## src/logic/vrc_consts.vh

```
`ifndef VRC_CONSTS_VH
`define VRC_CONSTS_VH
// Special function register placement
`define VRC_SFR_PAGE        4'h0
`define VRC_SFR_ADDR        8'hd1
// Field positions inside the control register
`define VRC_BIT_GND_SEL     5
`define VRC_BIT_SRC_HI      4
`define VRC_BIT_SRC_LO      3
`define VRC_BIT_TEMP_EN     2
`define VRC_BIT_PREC_EN     0
// Mask of the bits that hold storage
`define VRC_WRITE_MASK      8'h3d
// Reset value of the whole register
`define VRC_RESET_VALUE     8'h18
// Source switches after reset: code 11 closes the high-speed switch
`define VRC_ONEHOT_RESET    4'h8
// Reference source codes
`define VRC_SRC_EXT_PIN     2'h0
`define VRC_SRC_MAIN_SUPPLY 2'h1
`define VRC_SRC_DIG_SUPPLY  2'h2
`define VRC_SRC_HS_REF      2'h3
`endif

```

## src/logic/vrc_reference_control.v

```verilog
`timescale 1ns/10ps
`include "vrc_consts.vh"
module vrc_reference_control
(
  sys_clk,
  reset_n,
  sfr_page,
  sfr_addr,
  sfr_wr,
  sfr_rd,
  sfr_wdata,
  sfr_rdata,
  sfr_hit,
  conv_active,
  sampling_active,
  temp_sampling,
  ref_sel_onehot,
  gnd_from_pin,
  hs_ref_power,
  temp_sensor_power,
  prec_ref_power
);
  input  wire       sys_clk;           // System clock, 20 MHz
  input  wire       reset_n;           // Synchronous reset, active low
  input  wire [3:0] sfr_page;          // Current register page
  input  wire [7:0] sfr_addr;          // Register address
  input  wire       sfr_wr;            // Write strobe, one cycle
  input  wire       sfr_rd;            // Read strobe
  input  wire [7:0] sfr_wdata;         // Write data
  output reg  [7:0] sfr_rdata;         // Read data, zero when not selected
  output wire       sfr_hit;           // Address matches this register
  input  wire       conv_active;       // Converter conversion period
  input  wire       sampling_active;   // Converter sampling period
  input  wire       temp_sampling;     // Sensor channel selected for sampling
  output wire [3:0] ref_sel_onehot;    // Reference source switches
  output wire       gnd_from_pin;      // Ground taken from analog ground pin
  output wire       hs_ref_power;      // High-speed reference power
  output wire       temp_sensor_power; // Temperature sensor power
  output wire       prec_ref_power;    // Precision reference on and on pin

  reg  [7:0] voltage_reference_control; // Stored register image
  wire [7:0] reg_view;                  // Image as software sees it

  // Decode the register's page and address
  assign sfr_hit = (sfr_page == `VRC_SFR_PAGE) && (sfr_addr == `VRC_SFR_ADDR);

  // Unused bits never hold storage, so they always read zero
  assign reg_view = voltage_reference_control & `VRC_WRITE_MASK;

  // Register write; only writable bits are kept
  always @(posedge sys_clk)
  begin
    if (!reset_n)
    begin
      voltage_reference_control <= `VRC_RESET_VALUE;
    end
    else if (sfr_wr && sfr_hit)
    begin
      voltage_reference_control <= sfr_wdata & `VRC_WRITE_MASK;
    end
  end

  // Registered read data; unrelated addresses read zero
  always @(posedge sys_clk)
  begin
    if (!reset_n)
    begin
      sfr_rdata <= 8'h00;
    end
    else if (sfr_rd && sfr_hit)
    begin
      sfr_rdata <= reg_view;
    end
    else
    begin
      sfr_rdata <= 8'h00;
    end
  end

  // Multiplexer control stage
  vrc_ground_mux_ctrl u_mux
  (
    .sys_clk                     (sys_clk),
    .reset_n                     (reset_n),
    .reference_source_select     (voltage_reference_control[`VRC_BIT_SRC_HI:`VRC_BIT_SRC_LO]),
    .analog_ground_select        (voltage_reference_control[`VRC_BIT_GND_SEL]),
    .temp_sensor_enable          (voltage_reference_control[`VRC_BIT_TEMP_EN]),
    .precision_ref_output_enable (voltage_reference_control[`VRC_BIT_PREC_EN]),
    .conv_active                 (conv_active),
    .temp_sampling               (temp_sampling),
    .sampling_active             (sampling_active),
    .ref_sel_onehot              (ref_sel_onehot),
    .gnd_from_pin                (gnd_from_pin),
    .hs_ref_power                (hs_ref_power),
    .temp_sensor_power           (temp_sensor_power),
    .prec_ref_power              (prec_ref_power)
  );
endmodule // vrc_reference_control

```

## src/logic/vrc_ground_mux_ctrl.v

```verilog
`timescale 1ns/10ps
// Own include, so the file does not depend on compile order
`include "vrc_consts.vh"
// Works out the analog multiplexer controls from the stored selections
module vrc_ground_mux_ctrl
(
  sys_clk,
  reset_n,
  reference_source_select,
  analog_ground_select,
  temp_sensor_enable,
  precision_ref_output_enable,
  conv_active,
  temp_sampling,
  sampling_active,
  ref_sel_onehot,
  gnd_from_pin,
  hs_ref_power,
  temp_sensor_power,
  prec_ref_power
);
  input  wire       sys_clk;                     // System clock
  input  wire       reset_n;                     // Synchronous reset, active low
  input  wire [1:0] reference_source_select;     // Stored source code
  input  wire       analog_ground_select;        // Stored ground choice
  input  wire       temp_sensor_enable;          // Stored sensor enable
  input  wire       precision_ref_output_enable; // Stored precision enable
  input  wire       conv_active;                 // Converter in conversion period
  input  wire       temp_sampling;               // Sensor channel being sampled
  input  wire       sampling_active;             // Converter in sampling period
  output reg  [3:0] ref_sel_onehot;              // One switch per reference source
  output reg        gnd_from_pin;                // High routes ground from analog pin
  output reg        hs_ref_power;                // High-speed reference supply on
  output reg        temp_sensor_power;           // Sensor powered, else high impedance
  output reg        prec_ref_power;              // Precision ref on and tied to pin

  // Decode source code to one-hot switch controls
  function [3:0] vrc_decode;
    input [1:0] code;
    begin
      vrc_decode = 4'h1 << code;
    end
  endfunction

  reg [3:0] next_ref_sel;   // Source switches for the next cycle
  reg       next_gnd_pin;   // Ground routing for the next cycle
  reg       hs_selected;    // High-speed reference is the chosen source

  // Combine selections with converter activity
  always @*
  begin
    next_ref_sel = vrc_decode(reference_source_select);
    hs_selected  = (reference_source_select == `VRC_SRC_HS_REF);
    next_gnd_pin = analog_ground_select;
    // Sensor sampling always uses chip ground
    if (temp_sampling && sampling_active)
    begin
      next_gnd_pin = 1'b0;
    end
    // High-speed reference forces chip ground while converting
    if (hs_selected && conv_active)
    begin
      next_gnd_pin = 1'b0;
    end
  end

  // Registered outputs so the analog switches see clean levels
  always @(posedge sys_clk)
  begin
    if (!reset_n)
    begin
      ref_sel_onehot    <= `VRC_ONEHOT_RESET;
      gnd_from_pin      <= 1'b0;
      hs_ref_power      <= 1'b0;
      temp_sensor_power <= 1'b0;
      prec_ref_power    <= 1'b0;
    end
    else
    begin
      ref_sel_onehot    <= next_ref_sel;
      gnd_from_pin      <= next_gnd_pin;
      // Powered only while the converter needs it; saves idle current
      hs_ref_power      <= hs_selected & (conv_active | sampling_active);
      temp_sensor_power <= temp_sensor_enable;
      prec_ref_power    <= precision_ref_output_enable;
    end
  end
endmodule // vrc_ground_mux_ctrl

```

## config.mk

```make
export PLATFORM = sky130hd
export DESIGN_NAME = vrc_reference_control
export DESIGN_NICKNAME = d
export VERILOG_FILES = /design/src/logic/vrc_reference_control.v /design/src/logic/vrc_ground_mux_ctrl.v
export VERILOG_INCLUDE_DIRS = /design/src /design/src/logic
export SDC_FILE = /design/constraint.sdc
export NUM_CORES = 1
export LEC_CHECK = 0
export BUFFER_PORTS_ARGS = -buffer_cell sky130_fd_sc_hd__buf_4
export CAP_MARGIN = 15
export CORE_MARGIN = 2
export CORE_UTILIZATION = 39
export CTS_CLUSTER_SIZE = 10
export DETAILED_ROUTE_END_ITERATION = 8
export PLACE_DENSITY = 0.85
export SLEW_MARGIN = 20
export SYNTH_ARGS = -nofsm -noshare
export SYNTH_HDL_FRONTEND = slang
export SYNTH_SLANG_ARGS = --single-unit
```

## constraint.sdc

```tcl
create_clock -name sys_clk -period 1.2 [get_ports sys_clk]
set_input_delay 0 -clock sys_clk [delete_from_list [all_inputs] [get_ports sys_clk]]
set_output_delay 0 -clock sys_clk [all_outputs]
set_load 0.05 [all_outputs]
```

==> run metrics <==
status=complete, no violations; vias in the first global route=between 500 and 600; port bufs=37; Fin Clk Skew=between 0.0015 and 0.002 ns; crit path kind=reg2reg; total power=approximately 0.0011 W; Post-Synthesis Cells=between 60 and 70; commonest non-fill, non-tap cells in the layout=buf_4, dfxtp_1, nand2_1; antenna violations before repair=0; post-synthesis compound-gate area fraction=around 3%; PostCTS Resize Cnt=0; min cycle time layout=between 0.8 and 0.9 ns; leading cell type in the layout, fill and taps excluded=buf_4; WP data arrival=1.08 ns; power per cell area=around 1100 nW/um2; Die ar.=roughly 2000 um2; Root Buffer=clkbuf_4; row count=14; CTS max path bufs=2; H-tree Lvls=1; Starting Density=between 40% and 50%; Final ANT Viol Nets=0; Yosys reg bits=18; Netlist cell types=20; routed via count=approximately 570; Hold Fails Final Rpt=0; Hold Path Class=in2reg; core box area=~1500 um2; met1 Use GR=14.75%; DRC=0; Highest Clock Rate=between 1000 and 1500 MHz; Final Cycle Share=around three quarters; Synth Area in Simple Gates=about a quarter; GP Congestion=around 0.67; final setup margin=between 0.3 and 0.4 ns; sequential share of the synthesized area=between 50% and 60%; combinational family with the most area after synthesis=simple AND/OR/NAND/NOR gates; met3 Use GR=under 10%; nets@finish=approximately 140; clock tree from TritonCTS=yes; first-pass GRT wire length=about 2.1 mm; Die Width=around 45 um; Num CTS Buffers=3; VDD IR max=around 0.57 mV; worst-path maximum fanout=8; Ant. Diodes=0; mux cell area share after synthesis=7.782%; post-synthesis area per instance=slightly above 10 um2; DP Area=between 900 and 1000 um2; Req. time, crit path=between 1 and 1.5 ns; area grow syn2layout=59.53%; Initial DRC Count=4; largest net degree at the start of global routing=15; Post-CTS Setup Inserts=0; layout cell share with drive strength beyond 1=between 40% and 50%; Post-Synth Adder-Cell Area=0%; Worst setup SP type=flop; max cap viols=0; unrepaired setup endpoints after global routing=false; HPWL after detailed placement=around 1 mm; WL/cell=about 11 um; CTS sink count=18; I/O pins=44; Leak=just under 0.5 nW; post-synthesis xor/xnor area fraction=0%; Die Y=44.61 um; fin area=just over 1000 um2; max-slew violations=0; Setup TNS Final=0 ns; met2 Usage GRT=~28%; DRT Pass-1 Iters=4; worst slack, placed=roughly 0.046 ns; Yosys warning count=0; CTS clk-pin slew, worst paths=approximately 0.1 ns; Total GRT Usage=approximately 14%; synthesized area=643.1 um2; busiest layer in global routing=met2; Via density=4.605; final WL=between 1 and 1.5 mm; worst-skew pair later-pin latency=around 0.28 ns; endpoint class of the critical path=flop; final setup violating endpoints=0; grt ovf=0
[kinds of logic after synthesis]
group / count (synthesis)
AND/OR/NAND/NOR: 29
flip-flops: 18
buffers and inverters: 7
multiplexers: 5
AO/OA/AOI/OAI: 2
other: 1
[power by group]
part           switching, W  internal, W  leakage, nW  total (W)
logic             0.0000577    0.0000770        0.323   0.000135
registers       0.000000710     0.000599        0.145   0.000600
clock network      0.000172     0.000184       0.0210   0.000356
total              0.000230     0.000861        0.489    0.00109
[through the flow]
stage	hold slack [ns]	cells	utilization, %
after detailed placement	0.2117	112	59.69
after floorplan	0.09227	64	-
final	0.009635	124	67.32
after global placement	0.1862	112	59.69
after CTS	0.001921	124	67.32
after global routing	0.01254	124	67.32
[metal layers]
metal,vias to the layer above,wire [um]
li1,289,-
met1,255,525
met2,25,688
met3,2,95
met4,0,18
met5,-,0
[cells in the mapped netlist, drive strengths merged]
cell	count	area, um2
and4	1	8.760
conb	1	3.750
nor4b	1	15.01
and2	1	6.260
nand4	1	6.260
and4b	1	10.01
mux2i	5	50.05
and3	2	13.77
nor2b	5	31.28
a211oi	1	7.510
o2111a	1	11.26
inv	2	7.510
nor4	1	12.51
nor2	6	22.52
buf	5	38.78
nand2	10	37.54
dfxtp	18	360.4
[worst paths after layout]
kind	startpoint	end	slack (ns)	cells past startpoint
worst max-delay path	voltage_reference_control[4]	u_mux.gnd_from_pin	0.31	2
worst min-delay path	conv_active	u_mux.hs_ref_power	0.01	2
worst max register to register	voltage_reference_control[4]	u_mux.gnd_from_pin	0.31	2
worst min register to register	voltage_reference_control[0]	u_mux.prec_ref_power	0.48	2
[final cells by class]
class | instances | area (um2)
sequential | 18 | 360.3
fill | 119 | 498.0
timing repair buffer | 45 | 357.8
tap | 16 | 20.02
clock buffer | 4 | 36.28
inverter | 2 | 7.507
multi-input combinational | 39 | 244.0
[worst max-delay path, stage by stage, from the launching register on]
cell      delay (ns)
dfxtp_1         0.40
and3_1          0.21
a211oi_1        0.20
[state kept, by name, indices dropped and copies added, names as in the netlist]
name	count
u_mux.ref_sel_onehot	4
u_mux.hs_ref_power	1
sfr_rdata	5
voltage_reference_control	5
u_mux.prec_ref_power	1
u_mux.gnd_from_pin	1
u_mux.temp_sensor_power	1
[repair_timing]
action                                  CTS  global route
hold buffers                              8             0
hold endpoints to repair                  8             0
endpoints found under the setup margin    0             0
Power figures use the tool's default switching activity.
